`src/irq_rom_consts.svh`:
```
// Constants for the interrupt mask, dropped-frame tally and ROM/LED port.
// Assumes inclusion by bare name from every design file that needs them.
`ifndef IRQ_ROM_CONSTS_SVH
`define IRQ_ROM_CONSTS_SVH

// ****************************************
// Register offsets (byte addresses)
// ****************************************
`define OFS_MASK          8'h00
`define OFS_TALLY         8'h04
`define OFS_ROM           8'h08
`define OFS_ANEG          8'h0c

// ****************************************
// Reset values
// ****************************************
`define MASK_RST          32'h0000_0000
`define TALLY_RST         16'h0000
`define ROM_RST           32'h0000_0000

// ****************************************
// Interrupt mask fields and status groups
// ****************************************
`define NORMAL_SUM_BIT    16
`define ABNORMAL_SUM_BIT  15
`define ANEG_BIT          4
`define NORMAL_GROUP      32'h0000_0045
`define ABNORMAL_GROUP    32'h0000_2baa
`define DIRECT_GROUP      32'h1800_5410

// ****************************************
// Dropped-frame tally fields
// ****************************************
`define TALLY_WRAP_BIT    16

// ****************************************
// ROM access and lamp select fields
// ****************************************
`define LAMP_PICK_HI      31
`define LAMP_PICK_LO      28
`define COMBINE_HI        26
`define COMBINE_LO        25
`define LAMP4_BIT         24
`define ROM_RD_BIT        14
`define ROM_RELOAD_BIT    13
`define BOOT_PICK_BIT     12
`define SERIAL_PICK_BIT   11
`define EE_FROM_CHIP_BIT  3
`define EE_TO_CHIP_BIT    2
`define EE_CLK_BIT        1
`define EE_SELECT_BIT     0

`endif

```
`src/irq_rom_pkg.sv`:
```
// Types for the interrupt mask, dropped-frame tally and ROM/LED port.
// Assumes no other package; users write irq_rom_pkg::name.
package irq_rom_pkg;

    // ****************************************
    // Whole state of the top module
    // ****************************************
    typedef struct packed {
        logic [31:0] mask;
        logic [15:0] tally;
        logic        wrapped;
        logic        aneg;
        logic [3:0]  lamp_pick;
        logic [1:0]  combine;
        logic        lamp4_pick;
        logic        rd_bit;
        logic        reload_bit;
        logic        boot_pick;
        logic        serial_pick;
        logic [7:0]  data;
        logic [1:0]  sdo_sync;
        logic [7:0]  boot_s1;
        logic [7:0]  boot_s2;
        logic [31:0] rdata;
        logic        irq;
        logic [4:0]  led;
        logic        wake;
        logic        ee_cs;
        logic        ee_clk;
        logic        ee_di;
        logic        rom_rd;
        logic        rom_wr;
        logic        reload;
    } port_state_t;

endpackage : irq_rom_pkg

```
`src/irq_mask_gate.sv`:
```
// Combinational gating of interrupt status bits by the enable mask.
// Assumes status and mask come from logic on the same clock.
`timescale 1ns/1ns
`include "irq_rom_consts.svh"

module irq_mask_gate (
    input  wire logic [31:0] status_i,
    input  wire logic [31:0] mask_i,
    output logic      [31:0] pending_o
);

    // Summary enable spread over its group
    function automatic logic [31:0] group_en(input logic [31:0] grp, input logic en);
        group_en = grp & {32{en}};
    endfunction : group_en

    // Abnormal bits need their own enable and the abnormal summary
    // Normal bits need their own enable and the normal summary
    // Direct bits need only their own enable
    assign pending_o = status_i & mask_i &
                       (group_en(`NORMAL_GROUP, mask_i[`NORMAL_SUM_BIT])     // RQ3 RQ6
                      | group_en(`ABNORMAL_GROUP, mask_i[`ABNORMAL_SUM_BIT]) // RQ4 RQ5
                      | `DIRECT_GROUP);                                      // RQ1 RQ2 RQ7 RQ8

endmodule : irq_mask_gate

```
`src/lamp_wake_mux.sv`:
```
// Lamp function selection and wake-up channel combining.
// Assumes all sources are on the same clock; results are registered by the user.
`timescale 1ns/1ns

module lamp_wake_mux (
    input  wire logic [3:0] lamp_pick_i,
    input  wire logic       lamp4_pick_i,
    input  wire logic       act_i,
    input  wire logic       link_i,
    input  wire logic       speed_i,
    input  wire logic       col_i,
    input  wire logic       rx_i,
    input  wire logic       duplex_i,
    input  wire logic       pme_i,
    input  wire logic       combine_en_i,
    input  wire logic [1:0] combine_i,
    input  wire logic [3:0] wake_ch_i,
    output logic      [4:0] led_o,
    output logic            wake_o
);

    // Lamp sources; zero in each select is the reset choice
    assign led_o[0] = lamp_pick_i[0] ? speed_i : act_i;                 // RQ13
    assign led_o[1] = lamp_pick_i[1] ? (link_i & act_i) : link_i;       // RQ13
    assign led_o[2] = lamp_pick_i[2] ? col_i : speed_i;                 // RQ13
    assign led_o[3] = lamp_pick_i[3] ? duplex_i : rx_i;                 // RQ13
    assign led_o[4] = lamp4_pick_i ? pme_i : col_i;                     // RQ14

    // Wake-up channel combination
    always_comb begin
        if (!combine_en_i) begin
            wake_o = |wake_ch_i;                                        // RQ15
        end else begin
            unique case (combine_i)
                2'h0: wake_o = (&wake_ch_i[1:0]) | (&wake_ch_i[3:2]);   // RQ15
                2'h1: wake_o = (&wake_ch_i[1:0]) | wake_ch_i[2] | wake_ch_i[3];
                2'h2: wake_o = (&wake_ch_i[2:0]) | wake_ch_i[3];
                2'h3: wake_o = &wake_ch_i;
            endcase
        end
    end

endmodule : lamp_wake_mux

```
`src/irq_mask_missed_count_rom_port.sv`:
```
// Interrupt enable mask, dropped-frame tally and ROM access / lamp select registers.
// Assumes status, event and lamp sources on clk_i; EEPROM and boot ROM data from pins.
//
// Summary of operation
// RQ1 - Wake-up status interrupts only while mask bit 28 is set.
// RQ2 - Link-changed status interrupts only while mask bit 27 is set.
// RQ3 - Mask bit 16 is the normal summary gating status bits 0, 2, 6.
// RQ4 - Mask bit 15 is the abnormal summary gating bits 1,3,5,7,8,9,11,13.
// RQ5 - Abnormal bits need their own enable and the abnormal summary.
// RQ6 - Normal bits need their own enable and the normal summary.
// RQ7 - Link-fail and early-transmit bits are enabled directly by their mask bits.
// RQ8 - Autonegotiation done sets status bit 4, gated by mask bit 4.
// RQ9 - Interrupt request is high in the cycle after any enabled status bit is set.
// RQ10 - Tally counts frames dropped for lack of a receive descriptor.
// RQ11 - Tally overflow sets the wrap flag; a read of the tally clears it.
// RQ12 - A read of the tally also clears the count.
// RQ13 - Lamp select bits 31..28 reset to zero and pick lamp functions.
// RQ14 - Fifth lamp shows collision, or the power event when bit 24 is set.
// RQ15 - Wake-up channels are combined as the combine bits select.
// RQ16 - Read bit alone reads; read plus reload in serial mode reloads.
// RQ17 - Boot ROM pick acts only without serial pick; low byte carries ROM data.
// RQ18 - Serial pick routes EEPROM access through the low nibble.
// RQ19 - Low nibble: data from EEPROM, data to EEPROM, clock, select.
// RQ20 - Software never sets serial and boot ROM picks together.
`timescale 1ns/1ns
`include "irq_rom_consts.svh"

module irq_mask_missed_count_rom_port (
    input  wire logic        clk_i,
    input  wire logic        rst_i,
    // Register port
    input  wire logic [7:0]  addr_i,
    input  wire logic [31:0] wdata_i,
    input  wire logic        wr_i,
    input  wire logic        rd_i,
    output logic      [31:0] rdata_o,
    // Status and events
    input  wire logic [31:0] status_i,
    input  wire logic        aneg_done_i,
    input  wire logic        frame_missed_i,
    output logic             irq_o,
    // Lamps and wake-up
    input  wire logic        act_i,
    input  wire logic        link_i,
    input  wire logic        speed_i,
    input  wire logic        col_i,
    input  wire logic        rx_i,
    input  wire logic        duplex_i,
    input  wire logic        pme_i,
    input  wire logic        combine_en_i,
    input  wire logic [3:0]  wake_ch_i,
    output logic      [4:0]  led_o,
    output logic             wake_o,
    // Serial EEPROM pins
    input  wire logic        ee_from_chip_i,
    output logic             ee_to_chip_o,
    output logic             ee_clk_o,
    output logic             ee_select_o,
    output logic             ee_reload_o,
    // Boot ROM pins
    input  wire logic [7:0]  boot_data_i,
    output logic      [7:0]  boot_wdata_o,
    output logic             boot_rd_o,
    output logic             boot_wr_o
);

    irq_rom_pkg::port_state_t st;
    irq_rom_pkg::port_state_t next_st;

    logic [31:0] status_view;
    logic [31:0] pending;
    logic [4:0]  led_sel;
    logic        wake_sel;

    // ****************************************
    // Interrupt gating and lamp/wake selection
    // ****************************************

    // Bit 4 of the status seen by the gate is the local autonegotiation flag
    always_comb begin
        status_view = status_i;
        status_view[`ANEG_BIT] = st.aneg;                               // RQ8
    end

    irq_mask_gate u_gate (
        .status_i  (status_view),
        .mask_i    (st.mask),
        .pending_o (pending)
    );

    lamp_wake_mux u_lamp (
        .lamp_pick_i  (st.lamp_pick),
        .lamp4_pick_i (st.lamp4_pick),
        .act_i        (act_i),
        .link_i       (link_i),
        .speed_i      (speed_i),
        .col_i        (col_i),
        .rx_i         (rx_i),
        .duplex_i     (duplex_i),
        .pme_i        (pme_i),
        .combine_en_i (combine_en_i),
        .combine_i    (st.combine),
        .wake_ch_i    (wake_ch_i),
        .led_o        (led_sel),
        .wake_o       (wake_sel)
    );

    // ****************************************
    // Register decode
    // ****************************************

    logic wr_mask;
    logic wr_rom;
    logic wr_aneg;
    logic rd_tally;

    assign wr_mask  = wr_i && (addr_i == `OFS_MASK);
    assign wr_rom   = wr_i && (addr_i == `OFS_ROM);
    assign wr_aneg  = wr_i && (addr_i == `OFS_ANEG);
    assign rd_tally = rd_i && (addr_i == `OFS_TALLY);

    // Readback image of the ROM register; in serial mode bit 3 shows the synchronised EEPROM data
    function automatic logic [31:0] rom_image(input irq_rom_pkg::port_state_t s);
        logic [7:0] low;
        low = s.data;
        if (s.serial_pick) begin
            low[`EE_FROM_CHIP_BIT] = s.sdo_sync[1];                     // RQ18 RQ19
        end
        rom_image = {s.lamp_pick, 1'b0, s.combine, s.lamp4_pick, 9'h000,
                     s.rd_bit, s.reload_bit, s.boot_pick, s.serial_pick, 3'h0, low};
    endfunction : rom_image

    // ****************************************
    // Next-state logic
    // ****************************************

    // All state moves together; commands are one-cycle pulses
    always_comb begin
        logic [16:0] bumped;
        logic [15:0] tally_base;
        logic        wrap_base;
        bumped     = 17'h00000;
        tally_base = 16'h0000;
        wrap_base  = 1'b0;
        next_st = st;
        next_st.rom_rd = 1'b0;
        next_st.rom_wr = 1'b0;
        next_st.reload = 1'b0;

        // Two-stage synchronisers for pin inputs
        next_st.sdo_sync = {st.sdo_sync[0], ee_from_chip_i};
        next_st.boot_s1  = boot_data_i;
        next_st.boot_s2  = st.boot_s1;

        // Mask register write
        if (wr_mask) begin
            next_st.mask = wdata_i;
        end

        // Autonegotiation flag: set wins over write-one-to-clear
        if (wr_aneg && wdata_i[`ANEG_BIT]) begin
            next_st.aneg = 1'b0;
        end
        if (aneg_done_i) begin
            next_st.aneg = 1'b1;                                        // RQ8
        end

        // Tally: a read clears, a dropped frame in the same cycle still counts
        tally_base = rd_tally ? `TALLY_RST : st.tally;                  // RQ12
        wrap_base  = rd_tally ? 1'b0 : st.wrapped;                      // RQ11
        next_st.tally   = tally_base;
        next_st.wrapped = wrap_base;
        if (frame_missed_i) begin
            bumped = {1'b0, tally_base} + 17'h00001;
            next_st.tally   = bumped[15:0];                             // RQ10
            next_st.wrapped = wrap_base | bumped[16];                   // RQ11
        end

        // ROM access and lamp select register write
        if (wr_rom) begin
            next_st.lamp_pick   = wdata_i[`LAMP_PICK_HI:`LAMP_PICK_LO]; // RQ13
            next_st.combine     = wdata_i[`COMBINE_HI:`COMBINE_LO];     // RQ15
            next_st.lamp4_pick  = wdata_i[`LAMP4_BIT];                  // RQ14
            next_st.rd_bit      = wdata_i[`ROM_RD_BIT];
            next_st.reload_bit  = wdata_i[`ROM_RELOAD_BIT];
            next_st.boot_pick   = wdata_i[`BOOT_PICK_BIT];
            next_st.serial_pick = wdata_i[`SERIAL_PICK_BIT];
            next_st.data        = wdata_i[7:0];
            if (wdata_i[`ROM_RD_BIT] && !wdata_i[`ROM_RELOAD_BIT]) begin
                next_st.rom_rd = 1'b1;                                  // RQ16
                // Boot ROM read captures the byte on the pins
                if (wdata_i[`BOOT_PICK_BIT] && !wdata_i[`SERIAL_PICK_BIT]) begin
                    next_st.data = st.boot_s2;                          // RQ17 RQ20
                end
            end
            if (wdata_i[`ROM_RD_BIT] && wdata_i[`ROM_RELOAD_BIT] && wdata_i[`SERIAL_PICK_BIT]) begin
                next_st.reload = 1'b1;                                  // RQ16
            end
            if (!wdata_i[`ROM_RD_BIT] && wdata_i[`BOOT_PICK_BIT] && !wdata_i[`SERIAL_PICK_BIT]) begin
                next_st.rom_wr = 1'b1;                                  // RQ17
            end
        end

        // EEPROM pins follow the low nibble only in serial mode
        next_st.ee_cs  = next_st.serial_pick & next_st.data[`EE_SELECT_BIT];  // RQ18 RQ19
        next_st.ee_clk = next_st.serial_pick & next_st.data[`EE_CLK_BIT];     // RQ19
        next_st.ee_di  = next_st.serial_pick & next_st.data[`EE_TO_CHIP_BIT]; // RQ19

        // Registered outputs
        next_st.irq  = |pending;                                        // RQ9
        next_st.led  = led_sel;
        next_st.wake = wake_sel;

        // Read data stands in the cycle after the strobe; unmapped reads zero
        next_st.rdata = 32'h0000_0000;
        if (rd_i) begin
            unique case (addr_i)
                `OFS_MASK:  next_st.rdata = st.mask;
                `OFS_TALLY: next_st.rdata = {15'h0000, st.wrapped, st.tally};
                `OFS_ROM:   next_st.rdata = rom_image(st);
                `OFS_ANEG:  next_st.rdata = {27'h0000000, st.aneg, 4'h0};
                default:    next_st.rdata = 32'h0000_0000;
            endcase
        end
    end

    // State register
    always_ff @(posedge clk_i or posedge rst_i) begin
        if (rst_i) begin
            st <= '0;
        end else begin
            st <= next_st;
        end
    end

    // ****************************************
    // Outputs
    // ****************************************

    // Boot ROM write data drives from the low byte in every mode
    assign rdata_o      = st.rdata;
    assign irq_o        = st.irq;
    assign led_o        = st.led;
    assign wake_o       = st.wake;
    assign ee_to_chip_o = st.ee_di;
    assign ee_clk_o     = st.ee_clk;
    assign ee_select_o  = st.ee_cs;
    assign ee_reload_o  = st.reload;
    assign boot_wdata_o = st.data;
    assign boot_rd_o    = st.rom_rd;
    assign boot_wr_o    = st.rom_wr;
endmodule : irq_mask_missed_count_rom_port

```
`config.mk`:
```
export PLATFORM = sky130hd
export DESIGN_NAME = irq_mask_missed_count_rom_port
export DESIGN_NICKNAME = d
export VERILOG_FILES = /design/src/irq_rom_pkg.sv /design/src/irq_mask_gate.sv /design/src/lamp_wake_mux.sv /design/src/irq_mask_missed_count_rom_port.sv
export VERILOG_INCLUDE_DIRS = /design/src
export SDC_FILE = /design/constraint.sdc
export NUM_CORES = 1
export LEC_CHECK = 0
export BUFFER_PORTS_ARGS = -buffer_cell sky130_fd_sc_hd__buf_2
export CAP_MARGIN = 20
export CORE_MARGIN = 4
export CORE_UTILIZATION = 48
export CTS_CLUSTER_SIZE = 8
export DETAILED_ROUTE_END_ITERATION = 6
export HOLD_SLACK_MARGIN = 0.1
export PLACE_DENSITY = 0.79
export SKIP_CTS_REPAIR_TIMING = 1
export SYNTH_ARGS = -nofsm -noshare
export SYNTH_HDL_FRONTEND = slang
export SYNTH_SLANG_ARGS = --single-unit
```
`constraint.sdc`:
```
create_clock -name clk_i -period 4.9 [get_ports clk_i]
set_clock_uncertainty 0.2 [all_clocks]
set_input_delay 0.98 -clock clk_i [delete_from_list [all_inputs] [get_ports clk_i]]
set_output_delay 0.98 -clock clk_i [all_outputs]
set_load 0.02 [all_outputs]
```
# ---- Word level (Yosys, flattened, before mapping)
# Cells that the tools add are included.
dict set report totals {
  regBits 132
  out_inout_bits 53
  word_cells 90
}
dict set report classes {
  add_sub_neg 1
  n_eq_ne 6
  n_mux 22
  n_bitwise 12
  n_reduce_logical 23
}
# op count
set ops {}
lappend ops {{$pmux W32 S4} 1}
lappend ops {{$and A32 B29 Y32} 1}
lappend ops {{$and A32 B32 Y32} 1}
lappend ops {{$mux W32} 1}
lappend ops {{$reduce_or A32 Y1} 1}
lappend ops {{$add A16 B1 Y17 const B} 1}
lappend ops {{$mux W17} 1}
lappend ops {{$eq A8 B4 Y1 const B} 2}
lappend ops {{$mux W16} 1}
lappend ops {{$mux W8} 2}
lappend ops {{$or A7 B14 Y14} 1}
lappend ops {{$mux W1} 13}
lappend ops {{$logic_and A1 B1 Y1} 11}
lappend ops {{$mux W9} 1}
lappend ops {{$eq A8 B3 Y1 const B} 1}
lappend ops {{$logic_not A8 Y1} 1}
lappend ops {{$or A1 B1 Y1} 5}
lappend ops {{$and A1 B1 Y1} 4}
lappend ops {{$eq A2 B2 Y1 const B} 2}
lappend ops {{$pmux W1 S4} 1}
lappend ops {{$reduce_and A2 Y1} 2}
lappend ops {{$reduce_and A4 Y1} 1}
lappend ops {{$reduce_or A4 Y1} 1}
lappend ops {{$logic_not A1 Y1} 3}
lappend ops {{5 further kinds} 5}

# ---- Logic depth before layout (Yosys ltp)
# Gate-level depths: netlist of run 1.
dict set report logic_depth {
  word_depth 6
  mapped_depth 8
}

# ---- Modules after synthesis
# From an unflattened synthesis of run 1, not the netlist that was laid out.
dict set report hier_totals {
  cells_unflattened 509
  area_unflattened_um2 5929.4
}
# module instances cells_each area_per_inst_um2 seq_area_each_um2
set by_module_without_submodules {}
lappend by_module_without_submodules {irq_mask_missed_count_rom_port 1 452 5531.6 3303.2}
lappend by_module_without_submodules {irq_mask_gate 1 33 222.7 0.0}
lappend by_module_without_submodules {lamp_wake_mux 1 24 175.2 0.0}

# ---- Worst setup path before layout of run 1
# Ideal clock, no wire load.
dict set report synth_timing {
  path_type {in2reg}
  startpoint {input addr_i[5]}
  endpoint {register st[83] in the netlist's numbering}
  setup_time_ns 0.127
  arrival_ns 2.469
  required_time_ns 4.573
  path_slack_ns 2.105
  cell_stages 8
  path_buffers 0
  cell_sequence {nor4_1 -> nand3_1 -> and2_1 -> ha_1 -> nand4_1 -> nor3_1 -> a41oi_1 -> nor2_1}
}
# item line
set synth_lines {}
lappend synth_lines {{from (decl)} irq_mask_missed_count_rom_port.sv:32} ;# input wire logic [7:0] addr_i,
lappend synth_lines {{to (signal assigned)} irq_mask_missed_count_rom_port.sv:232} ;# st <= next_st;
lappend synth_lines {{to (decl)} irq_mask_missed_count_rom_port.sv:67} ;# irq_rom_pkg::port_state_t st;

# ---- Final worst setup path of run 1
dict set report layout_timing {
  startpoint {input addr_i[5]}
  endpoint {register st[108] in the netlist's numbering}
}
dict set report layout_between {
  elab_chain_len 2
}
# item line
set layout_lines {}
lappend layout_lines {{$logic_not A8 Y1} -}
lappend layout_lines {{$logic_and A1 B1 Y1} irq_mask_missed_count_rom_port.sv:117} ;# assign wr_mask = wr_i && (addr_i == `OFS_MASK);
# No other way between the ends.
# A chain may end at the register's enable or synchronous reset.

==> key figures, run 1 <==
Outcome
  – Outcome: complete, no violations

Yosys
  – Dominant synthesized flop cell: dfrtp_1
  – Most frequent cell after synthesis: dfrtp_1
  – Synth area leaders: dfrtp_1 56%, mux2_4 7.7%, mux2i_1 5.8%
  – Post-synth EDFFs: 0
  – Synth Register Bits: 132
  – Synth top area share: 56.5%
  – Most frequent cells after synthesis: 132 x dfrtp_1, 45 x buf_4, 43 x nor2_1, 34 x mux2i_1, 30 x mux2_4
  – Synth Net Count: 574
  – Synth area leader: dfrtp_1
  – Seq/Total Area, Yosys: 56.5%
  – Synth warn: 0
  – Syn avg cell area: 12.4 um2
  – Async set or reset register ratio after synthesis: 100%
  – Synth cell types: 48
  – Cells after synthesis: 471
  – Area of the mapped netlist: 0.00585 mm2

Placement
  – Placed cell count: 694
  – Place WS: 1.28 ns
  – IO Port Bufs: 135
  – DPL Wire Length: 9.60 mm
  – RePlAce Congestion: 0.843

Routing
  – Routed wire per std cell: 18.5 um
  – DRT Wirelength: 13.4 mm
  – Vias per std cell: 5.40
  – Detailed Route Iter0 Violations: 275
  – Vias: 3911
  – Detailed-route DRC error count: 0
  – TritonRoute pass-1 iters: 4
  – DRT antenna net count: 0

Run
  – Max Cap Violations: 0

CTS
  – Htree depth: 4
  – CTS tree: yes
  – Clock Latency Late Sink: 0.41 ns
  – Clock slew at reported path FFs: 0.05 ns
  – Cts bufs inserted: 17
  – Clock Path Buffers: 2
  – CTS root buf: clkbuf_16
  – Clk sink count: 132

Timing
  – Minimum clock period: 3.19 ns
  – Final hold vios: 0
  – Final Max Tran Viols: 0
  – Final period utilization: 65.2%
  – Hold_ws: 0.145 ns
  – RSZ-0062 raised after global routing: false
  – Setup violators final: 0
  – Setup TNS: 0 ns
  – Relative slew slack: 45.4%
  – Fmax: 0.313 GHz
  – Worst-margin pin slew: 0.818 ns
  – Final Worst Setup Slack: 1.71 ns

Cells and area
  – Final net count: 669
  – Diodes inserted: 0
  – Final Non-Filler Cells: 724
  – Area of the multi-input gates: 0.00208 mm2
  – Layout area overhead: 17.6%
  – FF+latch area: 0.00330 mm2
  – Filler instances: 1001
  – Layout cells sized above 1: 38.0%

Setup path
  – Worst Path Required: 4.99 ns
  – Critical Path Most Common Cell: buf_4
  – Worst-path cell chain: buf_2 > or4_4 > nor4_4 > buf_4 > nand3b_2 > buf_4 > mux2_4
  – R2R setup slack: 2.95 ns
  – CP Max Fanout: 21
  – CP max stage cell: or4_4
  – Slowest Stage Delay on Critical Path: 0.55 ns
  – Critical path arrival: 3.29 ns
  – CP endpoint kind: flip-flop
  – Worst reg2reg path depth: 6
  – End of the worst register-to-register path: st[94]
  – Critical R2R Launch: st[84]
  – CP delay by family, top: simple AND/OR/NAND/NOR gates
  – CP Class: in2reg
  – CP startpoint: addr_i[5]
  – Critical path launch point type: primary input
  – Bufs and invs on worst path: 3

Global route
  – First-pass GRT wire length: 22.1 mm
  – Initial antenna violation count: 0
  – GRT Util Overall: 19.9%
  – Number of global-route vias before repair: 4229
  – GRT overflow: 0
  – Largest net degree at the start of global routing: 70

Hold path
  – Hold Path Depth: 0
  – Worst Hold End: st[51]
  – Hold path start: next_st[51]
  – Hold crit path type: reg2reg

Power
  – Pwr/cell area: 381 mW/mm2
  – Total power: 2.62 mW
  – Pleak: 3.61 nW
  – VDD IR-drop max: 0.192 mV

Floorplan
  – Number of core rows: 40
  – Die Span Y: 118 um
  – # IOs: 152
  – Die Area: 0.0140 mm2
  – Core Area: 0.0120 mm2
  – Starting Density: 48.9%
  – Die Wd: 118 um
-- flip-flops by register name, indices dropped and copies added, names as in the netlist --
register,cells
boot_wdata_o,8
ee_select_o,1
led_o,5
ee_clk_o,1
st,70
rdata_o,32
boot_rd_o,1
irq_o,1
ee_reload_o,1
ee_to_chip_o,1
next_st,9
boot_wr_o,1
wake_o,1
-- stage by stage --
step	area (um2)	utilization, %
after detailed placement	6330	53.0
final	6880	57.5
after CTS	6880	57.5
after global placement	6330	53.0
after global routing	6880	57.5
after floorplan	5850	-
-- power breakdown --
group / switching [mW] / leakage, nW / internal [mW]
logic: 0.131 / 1.57 / 0.110
clock network: 0.428 / 0.273 / 0.742
registers: 0.0564 / 1.76 / 1.15
-- layer usage --
| layer | vias up | global-route usage, % | wire [um] |
|---|---|---|---|
| li1 | 1798 | - | - |
| met1 | 1945 | 24.3 | 5540 |
| met2 | 145 | 34.1 | 6850 |
| met3 | 23 | 5.22 | 752 |
| met4 | 0 | 7.31 | 218 |
| met5 | - | 0 | 0 |
-- kinds of logic (layout without fill, tap and decap cells) --
family	count (synthesis)	after routing	synth area share, %
compound gates	51	51	5.52
simple gates	120	120	10.7
fa+ha+maj	4	4	0.856
flops	132	132	56.5
mux	80	80	16.8
buf+inv	73	179	8.04
xor+xnor	11	11	1.65
-- how the worst max path moves through the flow --
| stage | cells after the start | to |
|---|---|---|
| 6_report | 7 | st[108] |
| 5_1_grt | 7 | st[108] |
| 4_1_cts | 7 | st[124] |
| 3_5_place_dp | 7 | st[124] |
| 3_3_place_gp | 7 | st[113] |
| 2_1_floorplan | 1 | boot_rd_o |
-- cell type report --
class	count	area share, %
clock inverter	5	0.727
inverter	8	0.473
clock buffer	25	7.20
multi-input combinational	266	30.3
tap	147	2.67
timing repair buffer	141	10.7
sequential	132	48.0
-- cell usage in the layout, fill, tap and decap left out, types with 5 or more instances in the layout --
| cell type | synthesis | final |
|---|---|---|
| nand3_1 | 7 | 7 |
| nor2_1 | 43 | 43 |
| nand4_1 | 7 | 7 |
| mux2_2 | 15 | 15 |
| buf_2 | 4 | 135 |
| clkbuf_16 | 0 | 17 |
| dfrtp_1 | 132 | 132 |
| nor3_1 | 7 | 7 |
| inv_1 | 8 | 7 |
| nand2_1 | 18 | 18 |
| buf_4 | 45 | 5 |
| mux2_4 | 30 | 30 |
| a22oi_1 | 7 | 7 |
| and3_1 | 12 | 12 |
| a21oi_1 | 18 | 18 |
| o21ai_0 | 10 | 10 |
| xor2_1 | 7 | 7 |
| nor4_1 | 5 | 5 |
| mux2i_1 | 34 | 34 |
Power figures use the tool's default switching activity.
==> run 2, diff against run 1 <==
==> constraint.sdc (replaced) <==
create_clock -name clk_i -period 2.8 [get_ports clk_i]
set_clock_uncertainty 0.2 [all_clocks]
set_input_delay 0.56 -clock clk_i [delete_from_list [all_inputs] [get_ports clk_i]]
set_output_delay 0.56 -clock clk_i [all_outputs]
set_load 0.02 [all_outputs]
==> run 2 against run 1 <==
Register-to-register slack got worse by 2.1 ns. Sequential power rose by 74%. Cell area rose by 3.7%. Worst hold slack got worse by 0.0014 ns. Wire length increased by 0.80%. Combinational power grew 82%. Sequential share of layout area shrank 1.7 points. Largest cell class unchanged.
==> key figures, run 2 (synthesized netlist as in run 1, its figures left out) <==
Cells and area
  – Most frequent cells in the layout: 135 x buf_2, 132 x dfrtp_1, 43 x nor2_1 (unchanged)
  – Reg with most FFs: st (unchanged)
  – Layout cells sized above 1: 38.8% (was 38.0%)
  – Area of the multi-input gates: 0.00208 mm2 (unchanged)
  – Most common cell after layout, fill and taps aside: buf_2 (unchanged)
  – FF+latch area: 0.00330 mm2 (unchanged)
  – Layout area overhead: 22.0% (was 17.6%)
  – Final net count: 690 (was 669)
  – Max FFs per register: 70 (unchanged)
  – Final Instance Area: 0.00714 mm2 (was 0.00688 mm2)
  – Filler instances: 958 (was 1001)

Placement
  – IO Port Bufs: 135 (unchanged)
  – Post-place instance area: 0.00642 mm2 (was 0.00633 mm2)
  – RePlAce Congestion: 0.862 (was 0.843)
  – DPL Wire Length: 9.59 mm (was 9.60 mm)
  – Place WS: 0.249 ns (was 1.28 ns)

Floorplan
  – Core Area: 0.0120 mm2 (unchanged)
  – Starting Density: 48.9% (unchanged)
  – Die Area: 0.0140 mm2 (unchanged)
  – Number of core rows: 40 (unchanged)
  – Die Span Y: 118 um (unchanged)
  – # IOs: 152 (unchanged)
  – Die Wd: 118 um (unchanged)

Timing
  – Final Worst Setup Slack: 0.607 ns (was 1.71 ns)
  – Final period utilization: 78.3%
  – Final Max Tran Viols: 0 (unchanged)
  – Fmax: 0.456 GHz
  – Setup violators final: 0 (unchanged)
  – RSZ-0062 raised after global routing: false (unchanged)
  – Setup TNS: 0 ns (unchanged)
  – Worst-margin pin slew: 0.656 ns (was 0.818 ns)
  – Minimum clock period: 2.19 ns
  – Relative slew slack: 56.3% (was 45.4%)
  – Final hold vios: 0 (unchanged)

CTS
  – CTS root buf: clkbuf_16 (unchanged)
  – Clk sink count: 132 (unchanged)
  – Cts bufs inserted: 17 (unchanged)
  – Htree depth: 4 (unchanged)
  – Clock Path Buffers: 2 (unchanged)
  – CTS tree: yes (unchanged)
  – Clock Latency Late Sink: 0.42 ns (was 0.41 ns)
  – Clock slew at reported path FFs: 0.06 ns (was 0.05 ns)

Global route
  – GRT overflow: 0 (unchanged)
  – GRT Util Overall: 20.1% (was 19.9%)
  – First-pass GRT wire length: 22.0 mm (was 22.1 mm)
  – Largest net degree at the start of global routing: 80 (was 70)
  – Initial antenna violation count: 1 (was 0)
  – Number of global-route vias before repair: 4230 (was 4229)

Power
  – Pwr/cell area: 676 mW/mm2 (was 381 mW/mm2)
  – VDD IR-drop max: 0.489 mV (was 0.192 mV)
  – Total power: 4.82 mW (was 2.62 mW)
  – Pleak: 3.71 nW (was 3.61 nW)

Routing
  – DRT Wirelength: 13.5 mm (was 13.4 mm)
  – Detailed Route Iter0 Violations: 271 (was 275)
  – DRT antenna net count: 0 (unchanged)
  – TritonRoute pass-1 iters: 6 (was 4)
  – Vias: 3994 (was 3911)
  – Vias per std cell: 5.34 (was 5.40)
  – Routed wire per std cell: 18.0 um (was 18.5 um)
  – Detailed-route DRC error count: 0 (unchanged)

Setup path
  – Critical path launch point type: primary input (unchanged)
  – CP endpoint kind: flip-flop (unchanged)
  – Critical path arrival: 2.33 ns (was 3.29 ns)
  – CP Max Fanout: 5 (was 21)
  – Worst Path Required: 2.93 ns (was 4.99 ns)
  – CP Class: in2reg (unchanged)

Run
  – Max Cap Violations: 0 (unchanged)

Outcome
  – Outcome: complete, no violations (unchanged)

Hold path
  – Hold crit path type: in2reg (was reg2reg)
-- run 2: cell count changes in the layout (fill, tap and decap cells not counted), sizes merged --
cell	change
buf	+11
dlygate4sd3	+10
clkinvlp	+4
bufinv	+2
clkinv	-2
clkbuf	-1
diode	+1
inv	-1
-- run 2: worst max-delay path, stage by stage --
cell and delay [ns]:
buf_2 0.10, nor4_1 0.30, buf_4 0.19, nand3_1 0.11, and2_1 0.21, ha_1 0.22, nand4_1 0.17, buf_4 0.16
o21ai_0 0.10, a21oi_1 0.19
-- run 2: where the power goes --
group	internal [mW]	switching, mW	total, mW
registers	2.01	0.0983	2.11
clock network	1.49	0.783	2.27
logic	0.211	0.227	0.438
-- run 2: cell type report --
class | instances | area share [%]
sequential | 132 | 46.3
multi-input combinational | 266 | 29.2
timing repair buffer | 162 | 12.8
clock buffer | 24 | 6.89
tap | 147 | 2.58
clock inverter | 8 | 1.72
inverter | 8 | 0.473
antenna | 1 | 0.0351
-- run 2: final timing paths --
| check | cells after the start | slack [ns] | startpoint | endpoint |
|---|---|---|---|---|
| worst max-delay path | 10 | 0.61 | addr_i[5] | st[92] |
| worst min-delay path | 2 | 0.14 | aneg_done_i | st[82] |
| worst max register to register | 6 | 0.89 | st[85] | st[92] |
| worst min register to register | 0 | 0.15 | next_st[48] | st[48] |
| max in group asynchronous | 4 | 1.23 | rst_i | rdata_o[0] |
| min in group asynchronous | 4 | 0.60 | rst_i | wake_o |
-- run 2: layer usage --
layer	share of wire (%)	global-route usage (%)	up-vias
met2	52	34.1	133
met1	40	23.5	1998
li1	-	-	1836
met4	2.3	7.68	0
met3	6.2	6.89	27
met5	0	0	-
-- run 2: through the flow --
stage          instances  hold slack (ns)  utilization, %
2_1_floorplan        471            0.131               -
3_3_place_gp         705            0.133            53.7
6_report             748            0.143            59.7
4_1_cts              737           0.0389            58.8
3_5_place_dp         705            0.135            53.7
5_1_grt              748            0.140            59.7
